File: config.mk
export PLATFORM = sky130hd
export DESIGN_NAME = dmacte_engine
export DESIGN_NICKNAME = d
export VERILOG_FILES = /design/src/shared/dmacte_pkg.sv /design/src/core/dmacte_sync.sv /design/src/core/dmacte_addr_step.sv /design/src/core/dmacte_engine.sv
export SDC_FILE = /design/constraint.sdc
export NUM_CORES = 2
export LEC_CHECK = 0
export BUFFER_PORTS_ARGS = -buffer_cell sky130_fd_sc_hd__buf_2
export CAP_MARGIN = 20
export CORE_ASPECT_RATIO = 1.5
export CORE_MARGIN = 10
export CORE_UTILIZATION = 55
export CTS_BUF_LIST = sky130_fd_sc_hd__clkbuf_4 sky130_fd_sc_hd__clkbuf_8 sky130_fd_sc_hd__clkbuf_16
export CTS_CLUSTER_DIAMETER = 200
export CTS_CLUSTER_SIZE = 12
export DETAILED_ROUTE_END_ITERATION = 10
export MAX_ROUTING_LAYER = met4
export PLACE_DENSITY_LB_ADDON = 0.12
export SKIP_LAST_GASP = 1
export SYNTH_ARGS = -nofsm -noshare
export SYNTH_HDL_FRONTEND = slang
export SYNTH_SLANG_ARGS = --single-unit
export TNS_END_PERCENT = 20
File: constraint.sdc
create_clock -name i_clk -period 3.55 [get_ports i_clk]
set_clock_uncertainty 0.05 [all_clocks]
set_input_delay 0.71 -clock i_clk [delete_from_list [all_inputs] [get_ports i_clk]]
set_output_delay 0.71 -clock i_clk [all_outputs]
set_load 0.02 [all_outputs]
File: src/shared/dmacte_pkg.sv
package dmacte_pkg;
  // ==========================================================
  // register map (byte offsets on the apb side)
  localparam logic [7:0] OFF_CTRL_A = 8'h00;
  localparam logic [7:0] OFF_CTRL_B = 8'h04;
  localparam logic [7:0] OFF_STATUS = 8'h08;
  localparam logic [7:0] OFF_SRC_START = 8'h0c;
  localparam logic [7:0] OFF_DST_START = 8'h10;
  localparam logic [7:0] OFF_SRC_SHADOW = 8'h14;
  localparam logic [7:0] OFF_DST_SHADOW = 8'h18;
  localparam logic [7:0] OFF_GLOBAL = 8'h1c;
  localparam logic [7:0] OFF_CDONE_SUM1 = 8'h20;
  localparam logic [7:0] OFF_CDONE_SUM2 = 8'h24;
  localparam logic [7:0] OFF_ERR_SUM1 = 8'h28;
  localparam logic [7:0] OFF_ERR_SUM2 = 8'h2c;
  // ==========================================================
  // field positions
  localparam int CA_ENABLE = 0;
  localparam int CA_PAUSE = 1;
  localparam int CA_MODE = 2;
  localparam int CA_ISEL = 4;
  localparam int CA_BC = 8;
  localparam int CA_TO = 12;
  localparam int CA_TC = 16;
  localparam int CB_TW = 0;
  localparam int CB_CIE = 2;
  localparam int CB_EIE = 3;
  localparam int CB_SFIX = 4;
  localparam int CB_SDEC = 5;
  localparam int CB_SREL = 6;
  localparam int CB_DFIX = 7;
  localparam int CB_DDEC = 8;
  localparam int CB_DREL = 9;
  localparam int CB_USRC = 10;
  localparam int CB_UDST = 11;
  localparam int CB_WIDTH = 12;
  localparam int ST_CDONE = 0;
  localparam int ST_ERR = 1;
  localparam int ST_SS = 2;
  localparam int ST_BUSY = 5;
  localparam int WR_SWREQ = 2;
  localparam int GL_ENABLE = 0;
  localparam int BOUNDARY_BITS = 10;
  // ==========================================================
  // codes
  localparam logic [1:0] MODE_BLOCK = 2'h0;
  localparam logic [1:0] MODE_BURST = 2'h1;
  localparam logic [1:0] MODE_DEMAND = 2'h2;
  localparam logic [1:0] ISEL_SW = 2'h0;
  localparam logic [1:0] ISEL_HW = 2'h1;
  localparam logic [2:0] SS_INIT = 3'h0;
  localparam logic [2:0] SS_SRC_ERR = 3'h3;
  localparam logic [2:0] SS_DST_ERR = 3'h4;
  localparam logic [2:0] SS_NORMAL = 3'h5;
  localparam logic [2:0] SS_STOPPED = 3'h6;
  localparam logic [1:0] HTRANS_IDLE = 2'h0;
  localparam logic [1:0] HTRANS_BUSY = 2'h1;
  localparam logic [1:0] HTRANS_NONSEQ = 2'h2;
  localparam logic [1:0] HTRANS_SEQ = 2'h3;
  localparam logic [2:0] HBURST_SINGLE = 3'h0;
  localparam logic [2:0] HBURST_INCR = 3'h1;
  localparam logic [31:0] CTRL_A_RST = 32'h0000_0000;
  localparam logic [11:0] CTRL_B_RST = 12'h000;
  localparam logic GLOBAL_RST = 1'b0;

  typedef enum logic [7:0] {
    DMACTE_IDLE = 8'h01,
    DMACTE_WAIT = 8'h02,
    DMACTE_RD_ADDR = 8'h04,
    DMACTE_RD_DATA = 8'h08,
    DMACTE_WR_ADDR = 8'h10,
    DMACTE_WR_DATA = 8'h20,
    DMACTE_GAP = 8'h40,
    DMACTE_HOLD = 8'h80
  } dmacte_state_t;
endpackage

File: src/core/dmacte_sync.sv
`timescale 1ns/1ps
module dmacte_sync #(
  parameter int W = 2
) (
  input wire logic i_clk,
  input wire logic i_srst,
  input wire logic [W-1:0] i_async,
  output logic [W-1:0] o_sync
);
  typedef struct packed {
    logic [W-1:0] meta;
    logic [W-1:0] stable;
  } dmacte_sync_t;

  dmacte_sync_t st;
  dmacte_sync_t next_st;

  // two stages; the first stage is read by the second alone
  always_comb begin
    next_st.meta = i_async;
    next_st.stable = st.meta;
    if (i_srst) begin
      next_st = '0;
    end
  end

  always_ff @(posedge i_clk) begin
    st <= next_st;
  end

  assign o_sync = st.stable;
endmodule

File: src/core/dmacte_addr_step.sv
`timescale 1ns/1ps
module dmacte_addr_step (
  input wire logic [31:0] i_addr,
  input wire logic [1:0] i_width,
  input wire logic i_fixed,
  input wire logic i_decrement,
  input wire logic [3:0] i_block_count,
  output logic [31:0] o_next_addr,
  output logic o_burst_ok
);
  logic [31:0] step;
  logic [10:0] span;
  logic [10:0] last_off;

  always_comb begin
    step = 32'h1 << i_width;
    // block span in bytes: (count + 1) beats of 2^width bytes
    span = 11'({7'h0, i_block_count} + 11'h1) << i_width;
    last_off = {1'b0, i_addr[dmacte_pkg::BOUNDARY_BITS-1:0]} + span - 11'h1;
    if (i_fixed) begin
      o_next_addr = i_addr;
    end else if (i_decrement) begin
      o_next_addr = i_addr - step;
    end else begin
      o_next_addr = i_addr + step;
    end
    // carry out of the low ten bits means the block crosses 1k
    o_burst_ok = ~i_fixed & ~i_decrement & ~last_off[10];
  end
endmodule

File: src/core/dmacte_engine.sv
// Notes on behaviour
// [RULE1] reads go single when fixed, decrementing, crossing 1k
// [RULE2] writes go single when fixed, decrementing, crossing 1k
// [RULE3] source shadow steps by width after each read
// [RULE4] source block reload: increment, reload at block end
// [RULE5] destination shadow steps by width after each write
// [RULE6] destination block reload: increment, reload at block end
// [RULE7] on success copy shadows back when update bits set
// [RULE8] block/burst moves (bc+1)(tc+1) beats of 2^width bytes
// [RULE9] success code 101; source error 011, destination 100
// [RULE10] client stop, channel or controller disable stop
// [RULE11] masked flags ORed into completion and error outputs
// [RULE12] flags mirrored in summary registers
// [RULE13] clear bits drop flags, stop status back to 000
// [RULE14] reset leaves channel disabled; enable waits for request
// [RULE15] disable mid-transfer stops at gap with error flag
// [RULE16] pause halts at block end or immediately; resumes; in demand mode the code halts only at the end of a demand phase
// [RULE17] block mode one request per block; burst one only
// [RULE18] demand phase limited to block count transfers
// [RULE19] demand mode takes hardware requests only
// [RULE20] client holds request until acknowledged
// [RULE21] timeout on request low cycles ends demand phase
// [RULE22] demand alternates single read, single write
//
// The address map and register access over APB were chosen for this implementation.
`timescale 1ns/1ps
module dmacte_engine (
  input wire logic i_clk,
  input wire logic i_srst,
  input wire logic i_psel,
  input wire logic i_penable,
  input wire logic i_pwrite,
  input wire logic [7:0] i_paddr,
  input wire logic [31:0] i_pwdata,
  output logic [31:0] o_prdata,
  output logic o_pready,
  output logic o_pslverr,
  output logic [31:0] o_haddr,
  output logic [1:0] o_htrans,
  output logic o_hwrite,
  output logic [2:0] o_hsize,
  output logic [2:0] o_hburst,
  output logic [31:0] o_hwdata,
  input wire logic [31:0] i_hrdata,
  input wire logic i_hready,
  input wire logic i_hresp,
  input wire logic i_client_request,
  input wire logic i_client_stop_req,
  output logic o_client_request_ack,
  output logic o_completion_irq,
  output logic o_error_irq
);
  // ==========================================================
  // state
  typedef struct packed {
    dmacte_pkg::dmacte_state_t state;
    logic [31:0] ctrl_a;
    logic [11:0] ctrl_b;
    logic [31:0] src_start_addr;
    logic [31:0] dst_start_addr;
    logic [31:0] src_shadow_addr;
    logic [31:0] dst_shadow_addr;
    logic controller_enable;
    logic completion_flag;
    logic error_flag;
    logic [2:0] stop_status;
    logic sw_pending;
    logic started;
    logic client_request_ack;
    logic rd_burst;
    logic wr_burst;
    logic [3:0] beat;
    logic [15:0] done_cnt;
    logic [3:0] phase_cnt;
    logic [3:0] timeout_cnt;
    logic [15:0][31:0] block_buf;
    logic [31:0] haddr;
    logic [1:0] htrans;
    logic hwrite;
    logic [2:0] hburst;
    logic [31:0] hwdata;
    logic [31:0] prdata;
    logic pready;
    logic pslverr;
    logic completion_irq;
    logic error_irq;
  } dmacte_regs_t;

  dmacte_regs_t st;
  dmacte_regs_t next_st;

  logic req_sync;
  logic stop_sync;
  logic [31:0] src_next;
  logic [31:0] dst_next;
  logic src_burst_ok;
  logic dst_burst_ok;

  // ==========================================================
  // decoded fields
  logic enable;
  logic pause;
  logic [1:0] mode;
  logic [1:0] input_select;
  logic [3:0] block_count;
  logic [3:0] request_timeout;
  logic [15:0] xfer_count;
  logic [1:0] xfer_width;
  logic src_addr_fixed;
  logic src_block_reload;
  logic src_dec_eff;
  logic dst_addr_fixed;
  logic dst_addr_decrement;
  logic dst_block_reload;
  logic dst_dec_eff;
  logic demand;
  logic [3:0] beats_last;

  assign enable = st.ctrl_a[dmacte_pkg::CA_ENABLE];
  assign pause = st.ctrl_a[dmacte_pkg::CA_PAUSE];
  assign mode = st.ctrl_a[dmacte_pkg::CA_MODE +: 2];
  assign input_select = st.ctrl_a[dmacte_pkg::CA_ISEL +: 2];
  assign block_count = st.ctrl_a[dmacte_pkg::CA_BC +: 4];
  assign request_timeout = st.ctrl_a[dmacte_pkg::CA_TO +: 4];
  assign xfer_count = st.ctrl_a[dmacte_pkg::CA_TC +: 16];
  assign xfer_width = st.ctrl_b[dmacte_pkg::CB_TW +: 2];
  assign src_addr_fixed = st.ctrl_b[dmacte_pkg::CB_SFIX];
  assign src_block_reload = st.ctrl_b[dmacte_pkg::CB_SREL];
  assign dst_addr_fixed = st.ctrl_b[dmacte_pkg::CB_DFIX];
  assign dst_addr_decrement = st.ctrl_b[dmacte_pkg::CB_DDEC];
  assign dst_block_reload = st.ctrl_b[dmacte_pkg::CB_DREL];
  // block reload forces incrementing whatever the decrement bit says
  assign src_dec_eff = st.ctrl_b[dmacte_pkg::CB_SDEC] & ~src_block_reload;
  assign dst_dec_eff = dst_addr_decrement & ~dst_block_reload;
  assign demand = (mode == dmacte_pkg::MODE_DEMAND);
  assign beats_last = demand ? 4'h0 : block_count; // [RULE22]

  // ==========================================================
  // pin synchronisers and address steppers
  dmacte_sync #(.W(2)) u_sync (
    .i_clk(i_clk),
    .i_srst(i_srst),
    .i_async({i_client_stop_req, i_client_request}),
    .o_sync({stop_sync, req_sync})
  );

  dmacte_addr_step u_src_step (
    .i_addr(st.src_shadow_addr),
    .i_width(xfer_width),
    .i_fixed(src_addr_fixed),
    .i_decrement(src_dec_eff),
    .i_block_count(block_count),
    .o_next_addr(src_next),
    .o_burst_ok(src_burst_ok)
  );

  dmacte_addr_step u_dst_step (
    .i_addr(st.dst_shadow_addr),
    .i_width(xfer_width),
    .i_fixed(dst_addr_fixed),
    .i_decrement(dst_dec_eff),
    .i_block_count(block_count),
    .o_next_addr(dst_next),
    .o_burst_ok(dst_burst_ok)
  );

  // ==========================================================
  // register read path
  logic [31:0] rd_mux;
  logic addr_hit;
  logic wr_commit;
  logic rd_take;
  logic stop_req;
  logic take_req;
  logic fin_ok;
  logic fin_err;
  logic [2:0] fin_code;
  logic go_rd;

  always_comb begin
    rd_mux = 32'h0000_0000;
    addr_hit = 1'b1;
    case (i_paddr)
      dmacte_pkg::OFF_CTRL_A: rd_mux = st.ctrl_a;
      dmacte_pkg::OFF_CTRL_B: rd_mux = {20'h0, st.ctrl_b};
      dmacte_pkg::OFF_STATUS: rd_mux = {26'h0, ~st.state[0],
        st.stop_status, st.error_flag, st.completion_flag};
      dmacte_pkg::OFF_SRC_START: rd_mux = st.src_start_addr;
      dmacte_pkg::OFF_DST_START: rd_mux = st.dst_start_addr;
      dmacte_pkg::OFF_SRC_SHADOW: rd_mux = st.src_shadow_addr;
      dmacte_pkg::OFF_DST_SHADOW: rd_mux = st.dst_shadow_addr;
      dmacte_pkg::OFF_GLOBAL: rd_mux = {31'h0, st.controller_enable};
      dmacte_pkg::OFF_CDONE_SUM1: rd_mux = {31'h0, st.completion_flag}; // [RULE12]
      dmacte_pkg::OFF_CDONE_SUM2: rd_mux = 32'h0000_0000;
      dmacte_pkg::OFF_ERR_SUM1: rd_mux = {31'h0, st.error_flag}; // [RULE12]
      dmacte_pkg::OFF_ERR_SUM2: rd_mux = 32'h0000_0000;
      default: addr_hit = 1'b0;
    endcase
  end

  // ==========================================================
  // next state
  always_comb begin
    next_st = st;
    fin_ok = 1'b0;
    fin_err = 1'b0;
    fin_code = dmacte_pkg::SS_INIT;
    go_rd = 1'b0;
    // one wait state: the answer is prepared, then shown with pready
    rd_take = i_psel & i_penable & ~st.pready;
    wr_commit = i_psel & i_penable & st.pready & i_pwrite;
    next_st.pready = rd_take;
    next_st.pslverr = rd_take & ~addr_hit;
    if (rd_take) begin
      next_st.prdata = i_pwrite ? 32'h0000_0000 : rd_mux;
    end
    if (wr_commit) begin
      case (i_paddr)
        dmacte_pkg::OFF_CTRL_A: next_st.ctrl_a = i_pwdata;
        dmacte_pkg::OFF_CTRL_B: next_st.ctrl_b = i_pwdata[11:0];
        dmacte_pkg::OFF_SRC_START: next_st.src_start_addr = i_pwdata;
        dmacte_pkg::OFF_DST_START: next_st.dst_start_addr = i_pwdata;
        dmacte_pkg::OFF_GLOBAL:
          next_st.controller_enable = i_pwdata[dmacte_pkg::GL_ENABLE];
        dmacte_pkg::OFF_STATUS: begin
          if (i_pwdata[dmacte_pkg::ST_CDONE]) begin
            next_st.completion_flag = 1'b0; // [RULE13]
            next_st.stop_status = dmacte_pkg::SS_INIT; // [RULE13]
          end
          if (i_pwdata[dmacte_pkg::ST_ERR]) begin
            next_st.error_flag = 1'b0; // [RULE13]
            next_st.stop_status = dmacte_pkg::SS_INIT; // [RULE13]
          end
        end
        default: ;
      endcase
    end
    // a software trigger is never seen in demand mode
    if (wr_commit && i_paddr == dmacte_pkg::OFF_STATUS &&
        i_pwdata[dmacte_pkg::WR_SWREQ] && !demand) begin
      next_st.sw_pending = 1'b1; // [RULE19]
    end

    stop_req = stop_sync | ~enable | ~st.controller_enable; // [RULE10]
    take_req = ~pause & ( // [RULE16]
      (input_select == dmacte_pkg::ISEL_HW & req_sync &
       ~st.client_request_ack) |
      (input_select == dmacte_pkg::ISEL_SW & st.sw_pending & ~demand) |
      (mode == dmacte_pkg::MODE_BURST & st.started)); // [RULE17] [RULE19]

    // block/burst ack is a handshake: held until the client drops
    if (!demand && st.client_request_ack && !req_sync) begin
      next_st.client_request_ack = 1'b0; // [RULE20]
    end

    case (st.state)
      dmacte_pkg::DMACTE_IDLE: begin
        // a pending flag blocks restart until software clears it
        if (enable && st.controller_enable && !st.completion_flag &&
            !st.error_flag) begin
          next_st.state = dmacte_pkg::DMACTE_WAIT; // [RULE14]
          next_st.src_shadow_addr = st.src_start_addr;
          next_st.dst_shadow_addr = st.dst_start_addr;
          next_st.done_cnt = 16'h0000;
          next_st.started = 1'b0;
        end
      end
      dmacte_pkg::DMACTE_WAIT: begin
        if (stop_req) begin
          if (st.started) begin
            fin_err = 1'b1; // [RULE15]
            fin_code = dmacte_pkg::SS_STOPPED;
          end else begin
            next_st.state = dmacte_pkg::DMACTE_IDLE; // [RULE15]
          end
        end else if (take_req) begin
          go_rd = 1'b1;
          next_st.started = 1'b1;
          next_st.phase_cnt = 4'h0;
          if (input_select == dmacte_pkg::ISEL_HW) begin
            next_st.client_request_ack = 1'b1; // [RULE20]
          end
          if (input_select == dmacte_pkg::ISEL_SW) begin
            next_st.sw_pending = 1'b0;
          end
        end
      end
      dmacte_pkg::DMACTE_RD_ADDR: begin
        if (i_hready) begin
          next_st.state = dmacte_pkg::DMACTE_RD_DATA;
          next_st.htrans = (st.rd_burst && st.beat != beats_last) ?
            dmacte_pkg::HTRANS_BUSY : dmacte_pkg::HTRANS_IDLE;
        end
      end
      dmacte_pkg::DMACTE_RD_DATA: begin
        if (i_hready && i_hresp) begin
          fin_err = 1'b1; // [RULE9]
          fin_code = dmacte_pkg::SS_SRC_ERR;
        end else if (i_hready) begin
          next_st.block_buf[st.beat] = i_hrdata;
          next_st.src_shadow_addr = src_next; // [RULE3]
          if (st.beat == beats_last) begin
            if (src_block_reload && !src_addr_fixed) begin
              next_st.src_shadow_addr = st.src_start_addr; // [RULE4]
            end
            next_st.beat = 4'h0;
            next_st.state = dmacte_pkg::DMACTE_WR_ADDR;
            next_st.wr_burst = dst_burst_ok & ~demand &
              ~dst_addr_decrement; // [RULE2]
            next_st.haddr = st.dst_shadow_addr;
            next_st.hwrite = 1'b1;
            next_st.htrans = dmacte_pkg::HTRANS_NONSEQ;
            next_st.hburst = {2'h0, next_st.wr_burst};
          end else begin
            next_st.beat = st.beat + 4'h1;
            next_st.state = dmacte_pkg::DMACTE_RD_ADDR;
            next_st.haddr = src_next;
            next_st.htrans = st.rd_burst ?
              dmacte_pkg::HTRANS_SEQ : dmacte_pkg::HTRANS_NONSEQ; // [RULE1]
          end
        end
      end
      dmacte_pkg::DMACTE_WR_ADDR: begin
        if (i_hready) begin
          next_st.state = dmacte_pkg::DMACTE_WR_DATA;
          next_st.hwdata = st.block_buf[st.beat];
          next_st.htrans = (st.wr_burst && st.beat != beats_last) ?
            dmacte_pkg::HTRANS_BUSY : dmacte_pkg::HTRANS_IDLE;
        end
      end
      dmacte_pkg::DMACTE_WR_DATA: begin
        if (i_hready && i_hresp) begin
          fin_err = 1'b1; // [RULE9]
          fin_code = dmacte_pkg::SS_DST_ERR;
        end else if (i_hready) begin
          next_st.dst_shadow_addr = dst_next; // [RULE5]
          if (st.beat == beats_last) begin
            if (dst_block_reload && !dst_addr_fixed) begin
              next_st.dst_shadow_addr = st.dst_start_addr; // [RULE6]
            end
            next_st.beat = 4'h0;
            next_st.hwrite = 1'b0;
            next_st.state = dmacte_pkg::DMACTE_GAP;
          end else begin
            next_st.beat = st.beat + 4'h1;
            next_st.state = dmacte_pkg::DMACTE_WR_ADDR;
            next_st.haddr = dst_next;
            next_st.htrans = st.wr_burst ?
              dmacte_pkg::HTRANS_SEQ : dmacte_pkg::HTRANS_NONSEQ; // [RULE2]
          end
        end
      end
      dmacte_pkg::DMACTE_GAP: begin
        next_st.done_cnt = st.done_cnt + 16'h0001;
        if (st.done_cnt == xfer_count) begin
          fin_ok = 1'b1; // [RULE8] [RULE18] [RULE22]
        end else if (stop_req) begin
          fin_err = 1'b1; // [RULE10] [RULE15]
          fin_code = dmacte_pkg::SS_STOPPED;
        end else if (demand) begin
          if (st.phase_cnt == block_count) begin
            next_st.client_request_ack = 1'b0; // [RULE18]
            next_st.state = dmacte_pkg::DMACTE_WAIT;
          end else begin
            next_st.phase_cnt = st.phase_cnt + 4'h1;
            next_st.timeout_cnt = 4'h0;
            next_st.state = dmacte_pkg::DMACTE_HOLD;
          end
        end else begin
          next_st.state = dmacte_pkg::DMACTE_WAIT; // [RULE17]
        end
      end
      dmacte_pkg::DMACTE_HOLD: begin
        if (stop_req) begin
          fin_err = 1'b1; // [RULE10]
          fin_code = dmacte_pkg::SS_STOPPED;
        end else if (req_sync) begin
          go_rd = 1'b1; // [RULE21]
        end else if (st.timeout_cnt == request_timeout) begin
          next_st.client_request_ack = 1'b0; // [RULE21]
          next_st.state = dmacte_pkg::DMACTE_WAIT;
        end else begin
          next_st.timeout_cnt = st.timeout_cnt + 4'h1; // [RULE21]
        end
      end
      default: next_st.state = dmacte_pkg::DMACTE_IDLE;
    endcase

    // ========================================================
    // block start and transfer end
    if (go_rd) begin
      next_st.state = dmacte_pkg::DMACTE_RD_ADDR;
      next_st.beat = 4'h0;
      next_st.rd_burst = src_burst_ok & ~demand &
        ~st.ctrl_b[dmacte_pkg::CB_SDEC]; // [RULE1]
      next_st.haddr = st.src_shadow_addr;
      next_st.hwrite = 1'b0;
      next_st.htrans = dmacte_pkg::HTRANS_NONSEQ;
      next_st.hburst = {2'h0, next_st.rd_burst}; // [RULE22]
    end
    if (fin_ok || fin_err) begin
      next_st.state = dmacte_pkg::DMACTE_IDLE;
      next_st.started = 1'b0;
      next_st.client_request_ack = 1'b0;
      next_st.htrans = dmacte_pkg::HTRANS_IDLE;
      next_st.hwrite = 1'b0;
    end
    // hardware set wins over a clear in the same cycle
    if (fin_ok) begin
      next_st.completion_flag = 1'b1; // [RULE9]
      next_st.stop_status = dmacte_pkg::SS_NORMAL;
      if (st.ctrl_b[dmacte_pkg::CB_USRC]) begin
        next_st.src_start_addr = st.src_shadow_addr; // [RULE7]
      end
      if (st.ctrl_b[dmacte_pkg::CB_UDST]) begin
        next_st.dst_start_addr = st.dst_shadow_addr; // [RULE7]
      end
    end
    if (fin_err) begin
      next_st.error_flag = 1'b1; // [RULE9]
      next_st.stop_status = fin_code;
    end
    next_st.completion_irq = next_st.completion_flag &
      next_st.ctrl_b[dmacte_pkg::CB_CIE]; // [RULE11]
    next_st.error_irq = next_st.error_flag &
      next_st.ctrl_b[dmacte_pkg::CB_EIE]; // [RULE11]

    if (i_srst) begin
      next_st = '0;
      next_st.state = dmacte_pkg::DMACTE_IDLE; // [RULE14]
      next_st.ctrl_a = dmacte_pkg::CTRL_A_RST;
      next_st.ctrl_b = dmacte_pkg::CTRL_B_RST;
      next_st.controller_enable = dmacte_pkg::GLOBAL_RST;
    end
  end

  always_ff @(posedge i_clk) begin
    st <= next_st;
  end

  // ==========================================================
  // outputs, all straight from the state register
  assign o_prdata = st.prdata;
  assign o_pready = st.pready;
  assign o_pslverr = st.pslverr;
  assign o_haddr = st.haddr;
  assign o_htrans = st.htrans;
  assign o_hwrite = st.hwrite;
  assign o_hsize = {1'b0, st.ctrl_b[dmacte_pkg::CB_TW +: 2]};
  assign o_hburst = st.hburst;
  assign o_hwdata = st.hwdata;
  assign o_client_request_ack = st.client_request_ack;
  assign o_completion_irq = st.completion_irq;
  assign o_error_irq = st.error_irq;
endmodule

==> impl_metrics.json <==
{
  "yosys.cell_count.top_type": "nand2_1",
  "maxSlewHeadroom": 0.117,
  "synth-seq-cells": 839,
  "clkPwrFrac": 0.441,
  "start_kind": "flip-flop",
  "fin_crit_sh": 1.02,
  "wl_met1_mm": 56.6,
  "synthCells": 5338,
  "synthTopCellsByCount": "1475 x nand2_1, 839 x dfxtp_1, 826 x a21oi_1",
  "ir_drop_uv": 528,
  "rsz0062_at_grt": "true",
  "r2r-end": "st[701]$_SDFFE_PP0P_",
  "core_area_um2": 77300,
  "synth_flop_cell": "dfxtp_1",
  "fin_util": 0.616,
  "synth_top_area_frac": 0.394,
  "drc": 0,
  "cts_buffer_depth": 3,
  "crit_path_max_incr_delay_ns": 1.11,
  "fmax_mhz": 276,
  "finalMaxSlewViolations": 0,
  "regToRegStartpoint": "mode[1]$_SDFFE_PP0P_",
  "async_flop_share": 0,
  "power_uw": 17600,
  "crit_start": "mode[1]$_SDFFE_PP0P_",
  "die_w_um": 247,
  "crit_family": "simple AND/OR/NAND/NOR gates",
  "yosysSeqAreaShare": 0.394,
  "finalHoldViolCount": 0,
  "cp_slowest_cell": "nor2_1",
  "hpwlAfterDp_mm": 118,
  "final_cells": 6409,
  "wl_met2_mm": 85.2,
  "vias_per_cell": 6.39,
  "drive_gt1_frac": 0.160,
  "die_area_um2": 89300,
  "arrival_ns": 4.08,
  "portBuffers": 187,
  "grt_pass1_vias": 39376,
  "cts_tree": "yes",
  "grt_pass1_wl_mm": 259,
  "dr_wl_met3_mm": 15.2,
  "start_util": 0.552,
  "power.leakage_uw": 0.0168,
  "synth_warnings": 0,
  "r2r_slack_ns": -0.07,
  "critPathKind": "flip-flop to flip-flop",
  "dpl.cell_count": 6287,
  "cts-root-buf": "clkbuf_16",
  "wirelength_mm": 177,
  "yosysTopAreaCell": "dfxtp_1",
  "violations": "setup timing",
  "worstPathRequired_ns": 4.01,
  "highest_layer": "met4",
  "ant_nets": 0,
  "power.density_nw_per_um2": 369,
  "worstMarginPinSlew_ns": 1.32,
  "cts_hold_buf": 0,
  "combPwrFrac": 0.023,
  "clock-sinks": 839,
  "synth_edf_count": 0,
  "grt_use_total": 0.402,
  "row_count": 125,
  "cts_made_buffers": 79,
  "postSynthAreaPerCell_um2": 7.99,
  "ys_top_cells_by_area": "dfxtp_1 39%, nand2_1 13%, a21oi_1 9.7%",
  "p_switching_uw": 4060,
  "io_pins": 191,
  "endpoint": "st[701]$_SDFFE_PP0P_",
  "intPower_uw": 13500,
  "fp.dieH_um": 361,
  "p_seq_frac": 0.536,
  "fin_setup_tns_ns": -0.0712,
  "period_needed_ns": 3.62,
  "reg2regPathDepth": 9,
  "p_sw_frac": 0.231,
  "area_growth_pct": 11.6,
  "crit_path_frequent_cell": "nor2_1",
  "status": "finished, violations left",
  "synthDistinctLibCells": 103,
  "h-tree-depth": 3,
  "cp_num_buf_inv": 1,
  "final_nets": 5530,
  "clkTransAtPathRegs_ns": 0.06,
  "setup_ws_ns": -0.0712,
  "vias": 40978,
  "gp_congestion": 1.07,
  "grt_antenna_before_repair": 30,
  "fill_cells": 7118,
  "maxCapViolCount": 0,
  "drt-wirelength-per-cell_um": 27.6,
  "finalSetupViolCount": 1,
  "initialDrtViolationCount": 4570,
  "grt_max_degree": 186,
  "detail_route.first_pass.iterations": 8,
  "crit_path_max_fanout": 11,
  "worstSetupEndpointType": "flip-flop",
  "syn_area_um2": 42700,
  "overflow": 0,
  "clk_latency_ns": 0.67,
  "crit_chain": "nor2b_1 > buf_12 > nor2_1 > o32a_1 > nor2_2 > a31oi_2 > nor2_1 > or3_1 > a21oi_1",
  "cp_num_cells": 9,
  "hold_path_class": "primary input to flip-flop"
}
per-stage QoR:
| step | instance area, um2 | setup WS [ns] | hold slack [ns] |
|---|---|---|---|
| finish | 47600 | -0.0712 | 0.208 |
| global route | 47600 | -0.185 | 0.201 |
| CTS | 47400 | -0.0324 | 0.194 |
| detailed placement | 45300 | -0.0517 | 0.381 |
| global placement | 45300 | -0.0923 | 0.368 |
| floorplan | 42700 | 0.0214 | 0.364 |
what timing repair did:
action                                  CTS  global route
pin swaps                                 0             2
setup buffers                             0             1
endpoints found under the setup margin   13            49
gates resized for setup                   1            26
worst min-delay path by stage:
stage                                  endpoint  depth (start not counted)                    start  slack (ns)
detailed placement  u_sync.o_sync[0]$_SDFF_PP0_                          1  u_sync.st[2]$_SDFF_PP0_        0.38
CTS                     u_sync.st[2]$_SDFF_PP0_                          2         i_client_request        0.19
finish                  u_sync.st[2]$_SDFF_PP0_                          2         i_client_request        0.21
global placement    u_sync.o_sync[0]$_SDFF_PP0_                          1  u_sync.st[2]$_SDFF_PP0_        0.37
global route            u_sync.st[2]$_SDFF_PP0_                          2         i_client_request        0.20
floorplan           u_sync.o_sync[0]$_SDFF_PP0_                          1  u_sync.st[2]$_SDFF_PP0_        0.36
state kept, by name, summed over array words and instances, names as in the netlist, 4 cells and up:
name	count
o_haddr	32
o_prdata	32
st	709
block_count	4
request_timeout	4
o_hwdata	32
cells by family after synthesis:
family,after synthesis,synth area share
AOI/OAI and AO/OA,1387,0.196
xor gates and xnor gates,97,0.0199
other,1,0.0000879
adders and majority gates,94,0.0279
DFF,839,0.394
and+or+nand+nor,2107,0.203
muxes,198,0.0936
buffers and inverters,615,0.0658
power groups by stage:
stage,logic [uW],clock network [uW],registers (uW)
2_1_floorplan,239,0,9630
3_3_place_gp,396,0,9630
3_5_place_dp,392,0,9630
4_1_cts,392,7790,9410
5_1_grt,426,8140,9410
6_report,406,7740,9410
cell usage in the layout, fill, tap and decap left out, types with 82 or more instances in the layout:
cell and count:
a21oi_1 821, buf_4 272, nand3_1 82, nor2_1 296
ha_1 88, mux4_2 160, buf_2 186, dfxtp_1 832
nand2_1 1467, o21ai_0 120
routing by layer:
layer / vias to the layer above / global-route usage
li1: 18487 / -
met4: 0 / 0.377
met3: 828 / 0.113
met5: - / -
met2: 2249 / 0.644
met1: 19414 / 0.384
final cells by class:
| type | instances | area [um2] | area share |
|---|---|---|---|
| Timing Repair Buffer | 495 | 3690 | 0.0776 |
| Sequential cell | 839 | 16800 | 0.353 |
| Inverter | 54 | 209 | 0.00439 |
| Clock inverter | 7 | 140 | 0.00294 |
| Multi-Input combinational cell | 3886 | 23400 | 0.492 |
| Clock buffer | 82 | 2000 | 0.0420 |
| Antenna cell | 30 | 75.1 | 0.00158 |
| Tap cell | 1016 | 1270 | 0.0267 |
No activity file was read; power rests on OpenSTA's default activity.
